## config.mk

```make
export PLATFORM = sky130hd
export DESIGN_NAME = ptt_regs
export DESIGN_NICKNAME = d
export VERILOG_FILES = /design/src/rtl/ptt_pkg.sv /design/src/rtl/ptt_regs.sv
export VERILOG_INCLUDE_DIRS = /design/src /design/src/rtl
export SDC_FILE = /design/constraint.sdc
export NUM_CORES = 1
export LEC_CHECK = 0
export BUFFER_PORTS_ARGS = -buffer_cell sky130_fd_sc_hd__buf_2
export CORE_AREA = 3 3 80 113
export CTS_CLUSTER_SIZE = 28
export DETAILED_ROUTE_END_ITERATION = 12
export DIE_AREA = 0 0 83 116
export GPL_TIMING_DRIVEN = 0
export PLACE_DENSITY = 0.64
export SLEW_MARGIN = 20
export SYNTH_ARGS = -nofsm -noshare
export SYNTH_HDL_FRONTEND = slang
export SYNTH_SLANG_ARGS = --single-unit
```

## constraint.sdc

```tcl
create_clock -name CLK_IN -period 2.9 [get_ports CLK_IN]
set_input_delay 0.58 -clock CLK_IN [delete_from_list [all_inputs] [get_ports CLK_IN]]
set_output_delay 0.58 -clock CLK_IN [all_outputs]
set_load 0.02 [all_outputs]
```

## src/rtl/ptt_defines.svh

```systemverilog
// offsets, field positions, reset values for pace threshold and test tone registers
`ifndef PTT_DEFINES_SVH
`define PTT_DEFINES_SVH
`define PTT_ADDR_PACE_TH   6'h07
`define PTT_ADDR_TONE      6'h08
`define PTT_PACE_TH_RST    24'h242424
`define PTT_TONE_RST       24'h000000
`define PTT_PACE_FIELD_RST 8'h24
`define PTT_TONE_SEL_RST   5'h00
`define PTT_WAVE_RST       2'h0
`define PTT_TONE_BIT_RST   1'h0
`define PTT_TONE_SEL_HI    23
`define PTT_TONE_SEL_LO    19
`define PTT_WAVE_HI        4
`define PTT_WAVE_LO        3
`define PTT_BIT_INTERNAL   2
`define PTT_BIT_PIN_OUT    1
`define PTT_BIT_ENABLE     0
`define PTT_TONE_WMASK     24'hf8001f
`endif

```

## src/rtl/ptt_pkg.sv

```systemverilog
// types for the pace threshold and test tone register bank
package ptt_pkg;
  typedef enum logic [1:0] {
    PTT_WAVE_SINE_10HZ  = 2'h0,
    PTT_WAVE_SINE_150HZ = 2'h1,
    PTT_WAVE_SQUARE_1HZ = 2'h2
  } ptt_wave_t;

  typedef struct packed {
    logic [4:0] electrode_tone;
    logic       channels_internal;
    logic       pin_tone_connect;
    logic       slave_dac_off;
    logic       chain_tone_on;
    logic       ac_leadoff_force_off;
    ptt_wave_t  wave;
  } ptt_route_t;
endpackage

```

## src/rtl/ptt_regs.sv

```systemverilog
// pace threshold and test tone configuration registers with tone routing decode
`timescale 1ns/1ps
`include "ptt_defines.svh"

// Summary of operation
// - 24-bit RW pace threshold register, three 8-bit lead fields, each reset 0x24.
// - pace threshold register exists only on the full-featured variant.
// - 24-bit RW test tone register at 0x08, resets to zero, tone off.
// - bits 23..19 pick reference (0) or tone/unconnected (1) per electrode.
// - bits 4..3 pick 10 Hz sine, 150 Hz sine, or 1 Hz square.
// - bit 2 routes tone to pin externally or internally to all channels.
// - internal routing on a gang slave keeps pin connected and disables its DAC.
// - bit 1 connects tone to calibration pin, only with internal routing.
// - bit 0 enables tone through the whole signal chain.
// - tone enable forces ac lead-off detection off.
// - calibration mode overrides the test tone.
module ptt_regs #(
  parameter bit HAS_PACE = 1'b1
) (
  input  wire logic               CLK_IN,
  input  wire logic               RST_IN,
  input  wire logic               WR_EN_IN,
  input  wire logic [5:0]         ADDR_IN,
  input  wire logic [23:0]        WDATA_IN,
  input  wire logic               CAL_MODE_IN,
  input  wire logic               SLAVE_IN,
  output logic      [23:0]        RDATA_OUT,
  output logic      [23:0]        PACE_TH_OUT,
  output ptt_pkg::ptt_route_t     ROUTE_OUT
);
  localparam int unsigned LEADS      = 3;
  localparam int unsigned LEAD_W     = 8;
  localparam int unsigned ELECTRODES = 5;

  logic                       sel_pace;
  logic                       sel_tone;
  logic                       wr_tone;
  wire logic [23:0]           pace_th_word;

  logic [ELECTRODES-1:0]      electrode_sel_r;
  logic [1:0]                 wave_code_r;
  logic                       internal_r;
  logic                       pin_out_r;
  logic                       enable_r;
  logic [23:0]                tone_word;

  logic                       cal_mode_s1_r;
  logic                       cal_mode_r;
  logic                       slave_s1_r;
  logic                       slave_r;

  logic [23:0]                rdata_nxt;
  logic                       tone_active;
  wire logic [ELECTRODES-1:0] electrode_tone_nxt;
  ptt_pkg::ptt_wave_t         wave_nxt;
  logic                       pin_connect_nxt;
  logic                       slave_dac_off_nxt;
  ptt_pkg::ptt_route_t        route_nxt;

  // calibration mode is a level from another domain
  always_ff @(posedge CLK_IN or posedge RST_IN) begin
    if (RST_IN) begin
      cal_mode_s1_r <= 1'b0;
      cal_mode_r    <= 1'b0;
    end else begin
      cal_mode_s1_r <= CAL_MODE_IN;
      cal_mode_r    <= cal_mode_s1_r;
    end
  end

  // gang role strap, also from outside this clock
  always_ff @(posedge CLK_IN or posedge RST_IN) begin
    if (RST_IN) begin
      slave_s1_r <= 1'b0;
      slave_r    <= 1'b0;
    end else begin
      slave_s1_r <= SLAVE_IN;
      slave_r    <= slave_s1_r;
    end
  end

  assign sel_pace = (ADDR_IN == `PTT_ADDR_PACE_TH);
  assign sel_tone = (ADDR_IN == `PTT_ADDR_TONE);
  assign wr_tone  = WR_EN_IN & sel_tone;

  // reduced variants carry no threshold storage at all
  generate
    if (HAS_PACE) begin : g_pace
      logic wr_pace;
      assign wr_pace = WR_EN_IN & sel_pace;
      for (genvar k = 0; k < LEADS; k++) begin : g_lead
        logic [LEAD_W-1:0] th_r;
        always_ff @(posedge CLK_IN or posedge RST_IN) begin
          if (RST_IN) begin
            th_r <= `PTT_PACE_FIELD_RST;
          end else if (wr_pace) begin
            th_r <= WDATA_IN[k*LEAD_W +: LEAD_W];
          end
        end
        assign pace_th_word[k*LEAD_W +: LEAD_W] = th_r;
      end
    end else begin : g_no_pace
      assign pace_th_word = 24'h000000;
    end
  endgenerate

  // reserved bits 18..5 have no storage, so stray writes cannot stick
  always_ff @(posedge CLK_IN or posedge RST_IN) begin
    if (RST_IN) begin
      electrode_sel_r <= `PTT_TONE_SEL_RST;
    end else if (wr_tone) begin
      electrode_sel_r <= WDATA_IN[`PTT_TONE_SEL_HI:`PTT_TONE_SEL_LO];
    end
  end

  always_ff @(posedge CLK_IN or posedge RST_IN) begin
    if (RST_IN) begin
      wave_code_r <= `PTT_WAVE_RST;
    end else if (wr_tone) begin
      wave_code_r <= WDATA_IN[`PTT_WAVE_HI:`PTT_WAVE_LO];
    end
  end

  always_ff @(posedge CLK_IN or posedge RST_IN) begin
    if (RST_IN) begin
      internal_r <= `PTT_TONE_BIT_RST;
    end else if (wr_tone) begin
      internal_r <= WDATA_IN[`PTT_BIT_INTERNAL];
    end
  end

  always_ff @(posedge CLK_IN or posedge RST_IN) begin
    if (RST_IN) begin
      pin_out_r <= `PTT_TONE_BIT_RST;
    end else if (wr_tone) begin
      pin_out_r <= WDATA_IN[`PTT_BIT_PIN_OUT];
    end
  end

  always_ff @(posedge CLK_IN or posedge RST_IN) begin
    if (RST_IN) begin
      enable_r <= `PTT_TONE_BIT_RST;
    end else if (wr_tone) begin
      enable_r <= WDATA_IN[`PTT_BIT_ENABLE];
    end
  end

  always_comb begin
    tone_word                                    = `PTT_TONE_RST;
    tone_word[`PTT_TONE_SEL_HI:`PTT_TONE_SEL_LO] = electrode_sel_r;
    tone_word[`PTT_WAVE_HI:`PTT_WAVE_LO]         = wave_code_r;
    tone_word[`PTT_BIT_INTERNAL]                 = internal_r;
    tone_word[`PTT_BIT_PIN_OUT]                  = pin_out_r;
    tone_word[`PTT_BIT_ENABLE]                   = enable_r;
  end

  always_comb begin
    rdata_nxt = 24'h000000;
    if (sel_pace) begin
      rdata_nxt = pace_th_word;
    end else if (sel_tone) begin
      rdata_nxt = tone_word;
    end
  end

  // calibration owns the channels, so the tone is fully withheld
  assign tone_active = enable_r & ~cal_mode_r;

  // external routing leaves a selected input unconnected
  for (genvar e = 0; e < ELECTRODES; e++) begin : g_electrode
    assign electrode_tone_nxt[e] = tone_active & electrode_sel_r[e];
  end

  // code 11 folds onto the square wave, as does code 10
  always_comb begin
    if (wave_code_r[1]) begin
      wave_nxt = ptt_pkg::PTT_WAVE_SQUARE_1HZ;
    end else if (wave_code_r[0]) begin
      wave_nxt = ptt_pkg::PTT_WAVE_SINE_150HZ;
    end else begin
      wave_nxt = ptt_pkg::PTT_WAVE_SINE_10HZ;
    end
  end

  // a slave keeps the pin so the master's tone reaches it
  always_comb begin
    pin_connect_nxt   = 1'b0;
    slave_dac_off_nxt = 1'b0;
    if (tone_active) begin
      if (internal_r) begin
        pin_connect_nxt   = pin_out_r | slave_r;
        slave_dac_off_nxt = slave_r;
      end else begin
        pin_connect_nxt   = 1'b1;
      end
    end
  end

  always_comb begin
    route_nxt                      = '0;
    route_nxt.electrode_tone       = electrode_tone_nxt;
    route_nxt.channels_internal    = tone_active & internal_r;
    route_nxt.pin_tone_connect     = pin_connect_nxt;
    route_nxt.slave_dac_off        = slave_dac_off_nxt;
    route_nxt.chain_tone_on        = tone_active;
    route_nxt.ac_leadoff_force_off = enable_r;
    route_nxt.wave                 = wave_nxt;
  end

  always_ff @(posedge CLK_IN or posedge RST_IN) begin
    if (RST_IN) begin
      RDATA_OUT <= 24'h000000;
    end else begin
      RDATA_OUT <= rdata_nxt;
    end
  end

  always_ff @(posedge CLK_IN or posedge RST_IN) begin
    if (RST_IN) begin
      PACE_TH_OUT <= HAS_PACE ? `PTT_PACE_TH_RST : 24'h000000;
    end else begin
      PACE_TH_OUT <= pace_th_word;
    end
  end

  always_ff @(posedge CLK_IN or posedge RST_IN) begin
    if (RST_IN) begin
      ROUTE_OUT <= '0;
    end else begin
      ROUTE_OUT <= route_nxt;
    end
  end
endmodule

```

==> results of run 1 <==
==> metrics by stage <==
stage	std cells	hold WS, ns	worst slack [ns]
finish	394	0.327	0.770
global route	394	0.333	0.674
global placement	376	0.333	0.413
CTS	394	0.331	0.750
floorplan	180	0.331	0.731
detailed placement	378	0.348	0.400
==> cell usage after synthesis, drive strengths merged <==
cell     n  share of area, %
nor2     1              0.12
nor4b    1              0.46
mux2    34                13
and2    20               3.9
dfstp   12               9.8
inv      1              0.12
a21boi   1              0.23
and3     1              0.19
dfrtp   86                67
a22o    10               2.7
or4b     2              0.85
nor3     2              0.46
clkbuf   3              0.35
buf      3              0.66
nor2b    2              0.39
nand4b   1              0.27
==> path summary, 6_finish.rpt <==
check / to / slack [ns] / depth (start not counted) / from
worst max-delay path: g_pace.g_lead[0].th_r[0]$_DFFE_PP0P_ / 0.77 / 5 / ADDR_IN[3]
worst min-delay path: ROUTE_OUT[2]$_DFF_PP0_ / 0.33 / 2 / RST_IN
worst max register to register: ROUTE_OUT[5]$_DFF_PP0_ / 1.72 / 3 / enable_r$_DFFE_PP0P_
worst min register to register: slave_r$_DFF_PP0_ / 0.35 / 0 / slave_s1_r$_DFF_PP0_
max in group asynchronous: g_pace.g_lead[0].th_r[5]$_DFFE_PP1P_ / 1.93 / 3 / RST_IN
min in group CLK_IN: slave_s1_r$_DFF_PP0_ / 0.34 / 1 / SLAVE_IN
==> power by group through the flow <==
stage / logic [mW] / registers, mW / clock network [mW]
after floorplan: 0.0989 / 1.65 / 0
after global placement: 0.268 / 1.58 / 0
after detailed placement: 0.282 / 1.59 / 0
after CTS: 0.283 / 1.57 / 1.15
after global routing: 0.298 / 1.58 / 1.20
final: 0.276 / 1.56 / 1.12
==> layer usage <==
layer / vias up / GRT usage, %
met3: 11 / 5.33
met2: 60 / 22.4
met4: 0 / 7.85
met1: 906 / 16.4
li1: 823 / -
met5: - / 0
==> cell families (layout without fill, tap and decap cells) <==
logic type,Yosys count,count (layout)
multiplexers,34,34
buffers and inverters,7,119
AND/OR/NAND/NOR,30,30
flip-flops,98,98
AO/OA/AOI/OAI,11,11
==> state kept, by name, indices dropped and copies added, names as in the netlist <==
| signal | count |
|---|---|
| PACE_TH_OUT | 24 |
| g_pace.g_lead.th_r | 24 |
| cal_mode_r | 1 |
| internal_r | 1 |
| RDATA_OUT | 24 |
| electrode_sel_r | 5 |
| enable_r | 1 |
| cal_mode_s1_r | 1 |
| slave_s1_r | 1 |
| slave_r | 1 |
| pin_out_r | 1 |
| ROUTE_OUT | 12 |
| wave_code_r | 2 |
==> layout make-up <==
cell class / count / share of cell area (%)
inverter: 1 / 0.180
sequential: 98 / 59.3
clock buffer: 15 / 6.68
multi-input combinational: 75 / 17.5
buffer: 6 / 0.782
tap: 102 / 3.07
timing repair buffer: 96 / 12.3
clock inverter: 1 / 0.180
==> flow_metrics.tcl, run 1 <==
set metrics [dict create \
    syn_inst 180 \
    synth.cell_area_um2 3230 \
    hold_viol 0 \
    wl_met2_mm 3.06 \
    p_comb_share_pct 9.3 \
    grt_first_pass_wirelength_mm 10.2 \
    worst_setup_path_end_kind "register" \
    cp_top_family "simple AND/OR/NAND/NOR gates" \
    firstDrtPassIters 4 \
    synth-compound-area-share_pct 2.94 \
    crit_fanout 10 \
    drt_iter0_markers 55 \
    cts_buffers 9 \
    p_sw_uw 675 \
    start_util_pct 39.9 \
    worst_ep_required_time_ns 3.12 \
    clk_latency_ns 0.34 \
    pwr-share-seq_pct 52.9 \
    synthSimpleGateAreaFrac_pct 6.62 \
    cts_setup_buffers 0 \
    synth.distinct_cells 19 \
    cp_slowest_stage_delay_ns 0.65 \
    crit_slowest_cell "nor4b_2" \
    grt-ovfl-total 0 \
    via_per_inst 4.57 \
    synth_top_family_by_area "multiplexers" \
    cts_sinks 98 \
    wire_per_inst_um 15.6 \
    placed_area_um2 3870 \
    path_class "input pin to register" \
    pwr-share-clk_pct 37.8 \
    leakage_nw 2.24 \
    vias 1800 \
    num_antenna_cells 0 \
    fp-row-count 39 \
    fin_setup_tns_ns 0 \
    final_common_cell "buf_2" \
    drive_gt1_share_pct 55.8 \
    powerDensity_nw_per_um2 710 \
    post-route-min-period_ns 2.13 \
    slew_viol_final 0 \
    die_w_um 83 \
    fillers 719 \
    gp_congestion 0.769 \
    io_pins 95 \
    syn_nets 215 \
    final_cell_mix "96 x buf_2, 86 x dfrtp_1, 24 x mux2_2" \
    fin_util_pct 51.4 \
    numPortBuffers 94 \
    wl_met1_mm 2.52 \
    cp_cell_sequence "buf_2, nand4b_1, nor4b_2, buf_2, mux2_2" \
    areaGrowthSynthToFinish_pct 28.7 \
    swShare_pct 22.8 \
    die_y_um 116 \
    synth_seq_area_share_pct 76.3 \
    drt-total-wl_mm 6.13 \
    syn-mean-instance-area_um2 18.0 \
    p_total_mw 2.95 \
    muxShareOfSynthArea_pct 13.0 \
    drc 0 \
    grt_max_degree 37 \
    slew_headroom_pct 42.4 \
    grt_pass1_vias 1922 \
    post-route-cell-area_um2 4160 \
    p_int_mw 2.28 \
    dieArea_um2 9630 \
    ys_warn_count 0 \
    wl_met3_um 399 \
    multi_input_area_um2 729 \
    ant_nets 0 \
    fmax_ghz 0.469 \
    core_um2 8100 \
    maxUsedRoutingLayer "met4" \
    worst_pin_slew_ns 0.858 \
    finalSetupViolCount 0 \
    nets 322 \
    finClkSkew_ns 0.00524 \
    cts_tree "done" \
    worstHoldPathType "input pin to async pin" \
    dpl.hpwl_mm 4.30 \
    cp.arrival_ns 2.35 \
    grt_usage_pct 14.0 \
    ir_drop_mv 0.374 \
    status "completed" \
    maxCapViolCount 0 \
    layout.area.seq_um2 2470 \
    crit_top_cell "buf_2" \
    antenna_found_initial 0 \
    clkSlewWorstSetupHoldPaths_ns 0.06 \
    cts_resized 0 \
    start_kind "input pin" \
    root_buffer "clkbuf_16" \
    clock_path_buffers 2 \
    htreeDepth 3 \
    period_share_pct 73.5 \
    worst-path-buf-inv 2 \
    synthAdderAreaFrac_pct 0 \
    yosys.area_share.xor_xnor_pct 0 \
    ys_seq_elements 98 \
    rsz0062_at_grt "false" \
    cts_hold_buffers 0 \
]
Power figures use the tool's default switching activity.
==> inputs of run 2 (changes only) <==
==> constraint.sdc (replaced) <==
create_clock -name CLK_IN -period 1.75 [get_ports CLK_IN]
set_input_delay 0.35 -clock CLK_IN [delete_from_list [all_inputs] [get_ports CLK_IN]]
set_output_delay 0.35 -clock CLK_IN [all_outputs]
set_load 0.02 [all_outputs]
==> run 2 against run 1 <==
  * The run now ends with setup timing left
  * Non-clock buffer count up 5
  * Critical path depth stayed put
  * Clock skew grew 0.00061 ns
  * Global-route usage grew 0.23 points
==> flow_metrics.tcl, run 2 (synthesis gave the netlist of run 1 again) <==
set metrics [dict create \
    drt-total-wl_mm 6.34 \
    crit_slowest_cell "or4b_4" \
    htreeDepth 3 \
    cts_sinks 98 \
    numPortBuffers 94 \
    slew_viol_final 0 \
    core_um2 8100 \
    cts_buffers 9 \
    r2r_start "enable_r$_DFFE_PP0P_" \
    num_antenna_cells 0 \
    crit_top_cell "or4b_4" \
    violations "setup timing" \
    fp-row-count 39 \
    ff2ff_path_depth 3 \
    firstDrtPassIters 4 \
    cts_tree "done" \
    cp.arrival_ns 2.00 \
    clock_path_buffers 2 \
    grt_pass1_vias 1939 \
    maxCapViolCount 0 \
    cp_cell_sequence "buf_6, or4b_4, or4b_4, buf_16, mux2_4" \
    finClkSkew_ns 0.00585 \
    gp_congestion 0.769 \
    worst_ep_required_time_ns 1.97 \
    grt_first_pass_wirelength_mm 10.3 \
    r2r_slack_ns 0.57 \
    grt_max_degree 37 \
    finalSetupViolCount 10 \
    via_per_inst 4.57 \
    io_pins 95 \
    final_common_cell "buf_2" \
    powerDensity_nw_per_um2 1150 \
    post-route-min-period_ns 1.78 \
    final_cell_mix "92 x buf_2, 86 x dfrtp_1, 24 x mux2_2" \
    drc 0 \
    grt-ovfl-total 0 \
    drt_iter0_markers 61 \
    worst_setup_path_end_kind "register" \
    fin_setup_tns_ns -0.277 \
    status "finished with violations" \
    clkSlewWorstSetupHoldPaths_ns 0.06 \
    fmax_ghz 0.561 \
    nets 327 \
    leakage_nw 2.30 \
    drive_gt1_share_pct 57.2 \
    worst_pin_slew_ns 0.649 \
    hold_viol 0 \
    period_share_pct 102 \
    dieArea_um2 9630 \
    start_util_pct 39.9 \
    start_kind "input pin" \
    placed_area_um2 3870 \
    ant_nets 0 \
    die_y_um 116 \
    path_class "input pin to register" \
    reg.largest.list "PACE_TH_OUT x24, RDATA_OUT x24, g_pace.g_lead.th_r x24" \
    grt_usage_pct 14.3 \
    wire_per_inst_um 15.9 \
    rsz0062_at_grt "true" \
    cp_slowest_stage_delay_ns 0.56 \
    crit_fanout 5 \
    slew_headroom_pct 56.7 \
    vias 1822 \
    setup_slack_ns -0.0328 \
    antenna_found_initial 0 \
    root_buffer "clkbuf_16" \
    post-route-cell-area_um2 4270 \
    areaGrowthSynthToFinish_pct 31.9 \
    clk_latency_ns 0.34 \
    dpl.hpwl_mm 4.30 \
    worstHoldPathType "input pin to async pin" \
    ir_drop_mv 0.620 \
    r2r-end "ROUTE_OUT[5]$_DFF_PP0_" \
    die_w_um 83 \
]
-- run 2: changes by cell type in the layout (fill, tap and decap cells not counted), sizes merged --
cell | before | now
clkbuf | 18 | 20
buf | 99 | 102
-- run 2: power by group --
part | total (mW) | switching (mW) | leakage (nW) | internal, mW
Combinational | 0.467 | 0.257 | 0.877 | 0.210
Clock | 1.85 | 0.772 | 0.136 | 1.08
Sequential | 2.59 | 0.0985 | 1.28 | 2.49
-- run 2: critical path: cells and delay by family --
family,cells,cell delay (ns)
buf+inv,2,0.27
simple gates,2,1.09
mux,1,0.29
-- run 2: layout make-up --
cell class                 count  area [um2]
fill                         695        3830
sequential                    98        2470
multi-input combinational     75         749
timing repair buffer         101         581
clock buffer                  15         278
tap                          102         128
buffer                         6        47.5
clock inverter                 1        7.51
inverter                       1        7.51
-- run 2: metrics by stage --
stage / hold WS [ns] / std cells / util (%) / setup slack, ns / power, mW
5_1_grt: 0.103 / 399 / 52.7 / -0.0318 / 5.12
3_5_place_dp: 0.348 / 378 / 47.8 / -0.520 / 3.10
4_1_cts: 0.101 / 396 / 52.0 / -0.170 / 4.97
6_report: 0.0972 / 399 / 52.7 / -0.0328 / 4.91
2_1_floorplan: 0.331 / 180 / - / -0.189 / 2.90
3_3_place_gp: 0.333 / 376 / 47.3 / -0.507 / 3.07
-- run 2: how the worst max path moves through the flow --
stage / slack, ns / cells past startpoint / endpoint / start
after CTS: -0.17 / 5 / g_pace.g_lead[0].th_r[0]$_DFFE_PP0P_ / ADDR_IN[3]
after global routing: -0.03 / 5 / pin_out_r$_DFFE_PP0P_ / ADDR_IN[1]
after floorplan: -0.19 / 4 / electrode_sel_r[0]$_DFFE_PP0P_ / ADDR_IN[1]
final: -0.03 / 5 / electrode_sel_r[0]$_DFFE_PP0P_ / ADDR_IN[1]
after global placement: -0.51 / 5 / RDATA_OUT[20]$_DFF_PP0_ / ADDR_IN[3]
after detailed placement: -0.52 / 5 / g_pace.g_lead[0].th_r[0]$_DFFE_PP0P_ / ADDR_IN[3]
-- run 2: what timing repair did --
| action | CTS | global route |
|---|---|---|
| gates cloned | 1 | 0 |
| hold buffers | 0 | 0 |
| endpoints found under the setup margin | 46 | 54 |
| setup buffers | 1 | 3 |
| pin swaps | 0 | 1 |
| resized for setup | 4 | 8 |
-- run 2: metal layers --
metal	vias to the layer above	global-route usage (%)	wire (um)
li1	836	-	-
met1	915	16.5	2580
met2	60	23.0	3210
met3	11	5.33	387
met4	0	7.85	157
met5	-	0	0
==> inputs of run 3 (changes only) <==
--- a/config.mk
+++ b/config.mk
@@ -13,6 +13,7 @@
 export DIE_AREA = 0 0 83 116
 export GPL_TIMING_DRIVEN = 0
 export PLACE_DENSITY = 0.64
+export SETUP_SLACK_MARGIN = 0.4
 export SLEW_MARGIN = 20
 export SYNTH_ARGS = -nofsm -noshare
 export SYNTH_HDL_FRONTEND = slang
==> run 3 against run 2 <==
  * The run now ends clean
  * Final cell count is 2.8% higher
  * Largest cell class unchanged
  * Non-clock buffer count is 11 higher
  * Via count is 2.7% higher
  * Critical path type unchanged
  * Register-to-register slack worse by 0.02 ns
  * First-iteration DRC count is 72% higher
  * Setup slack better by 0.051 ns
  * Sequential cell count stayed put
  * Maximum frequency is 2.9% higher
  * Critical path depth stayed put
  * Highest routed layer unchanged
  * Die area stayed put
  * Hold slack worse by 0.058 ns
  * Total power is 2.4% higher
==> flow_metrics.tcl, run 3 (synthesis gave the netlist of run 1 again) <==
set metrics [dict create \
    die_y_um 116 \
    grt_first_pass_wirelength_mm 10.4 \
    crit_fanout 10 \
    numPortBuffers 94 \
    cts_tree "done" \
    final_cell_count_no_fill 410 \
    final_common_cell "dfrtp_1" \
    finClkSkew_ns 0.00544 \
    htreeDepth 3 \
    post-route-min-period_ns 1.73 \
    post-route-cell-area_um2 4610 \
    worst_setup_path_end_kind "register" \
    grt_usage_pct 14.4 \
    maxCapViolCount 0 \
    cts_buffers 9 \
    fillers 676 \
    firstDrtPassIters 3 \
    clk_latency_ns 0.33 \
    rsz0062_at_grt "true" \
    core_um2 8100 \
    drc 0 \
    powerDensity_nw_per_um2 1090 \
    drive_gt1_share_pct 59.7 \
    cts_hold_buffers 0 \
    cp.arrival_ns 1.95 \
    pwr-share-seq_pct 51.8 \
    fp-row-count 39 \
    p_comb_share_pct 10.8 \
    start_util_pct 39.9 \
    worst_pin_slew_ns 0.914 \
    holdWs_ns 0.0394 \
    io_pins 95 \
    areaGrowthSynthToFinish_pct 42.5 \
    clock_path_buffers 2 \
    grt_max_degree 36 \
    via_per_inst 4.57 \
    placed_area_um2 4010 \
    finalSetupViolCount 0 \
    grt-ovfl-total 0 \
    num_antenna_cells 0 \
    p_sw_mw 1.17 \
    fin_util_pct 56.9 \
    final_cell_mix "86 x dfrtp_1, 85 x buf_2, 34 x mux2_4" \
    fin_setup_tns_ns 0 \
    r2r_start "enable_r$_DFFE_PP0P_" \
    dieArea_um2 9630 \
    pwr-share-clk_pct 37.4 \
    cts_sinks 98 \
    ir_drop_mv 0.581 \
    path_class "input pin to register" \
    ff2ff_path_depth 3 \
    p_int_mw 3.86 \
    slew_headroom_pct 38.7 \
    root_buffer "clkbuf_16" \
    fmax_ghz 0.577 \
    leakage_nw 2.44 \
    startpoint "ADDR_IN[1]" \
    drt_iter0_markers 105 \
    grt_pass1_vias 1962 \
    wire_per_inst_um 16.0 \
    slew_viol_final 0 \
    drt-total-wl_mm 6.55 \
    period_share_pct 99.0 \
    worstHoldPathType "input pin to async pin" \
    dpl.hpwl_mm 4.34 \
    ant_nets 0 \
    swShare_pct 23.3 \
    start_kind "input pin" \
    clkSlewWorstSetupHoldPaths_ns 0.07 \
    gp_congestion 0.688 \
    die_w_um 83 \
    nets 338 \
    antenna_found_initial 0 \
    status "completed" \
    dp_cells 379 \
    reg.largest.list "PACE_TH_OUT x24, RDATA_OUT x24, g_pace.g_lead.th_r x24" \
    worst_ep_required_time_ns 1.97 \
    hold_viol 0 \
    vias 1872 \
]
[run 3: what timing repair did]
item / CTS / global route
endpoints found under the setup margin: 64 / 51
endpoints found under the hold margin: 0 / 0
gates cloned: 2 / 0
gates resized for setup: 23 / 15
pin swaps: 1 / 2
buffers inserted: 9 / 4
[run 3: power by group through the flow]
stage	sequential, mW	combinational, mW	clock (mW)
after floorplan	2.73	0.205	0
after global placement	2.63	0.488	0
after detailed placement	2.64	0.515	0
after CTS	2.60	0.540	1.94
after global routing	2.63	0.582	2.02
final	2.60	0.543	1.88
[run 3: final cells by class]
class	instances	area, um2	area share [%]
well taps	102	128	2.77
clock inverters	3	21.3	0.462
plain buffers	6	82.6	1.79
inverters	1	7.51	0.163
repair buffers	112	792	17.2
multi-input cells	75	840	18.2
clock buffers	13	270	5.86
flip-flops and latches	98	2470	53.5
[run 3: through the flow]
step	power (mW)	setup WS, ns
6_report	5.03	0.0182
5_1_grt	5.23	0.00416
4_1_cts	5.08	0.0152
3_5_place_dp	3.15	-0.417
3_3_place_gp	3.12	-0.367
2_1_floorplan	2.94	-0.189
[run 3: final timing paths]
| path | slack (ns) | to |
|---|---|---|
| min in group CLK_IN | 0.12 | cal_mode_s1_r$_DFF_PP0_ |
| max in group asynchronous | 1.21 | PACE_TH_OUT[5]$_DFF_PP1_ |
| setup reg to reg | 0.55 | ROUTE_OUT[5]$_DFF_PP0_ |
| hold reg to reg | 0.35 | slave_r$_DFF_PP0_ |
| setup / recovery | 0.02 | wave_code_r[0]$_DFFE_PP0P_ |
| hold / removal | 0.04 | cal_mode_s1_r$_DFF_PP0_ |
[run 3: routing by layer]
metal  vias up  track usage [%]  share of wire, %
met1       931             17.9                41
met3         9             4.27               5.6
met5         -                0                 0
met4         0             6.98               1.6
li1        868                -                 -
met2        64             23.1                52
[run 3: worst max-delay path, cell delays in order]
cell    delay [ns]
buf_6         0.09
or4b_4        0.53
or4b_4        0.51
buf_12        0.17
mux2_4        0.29
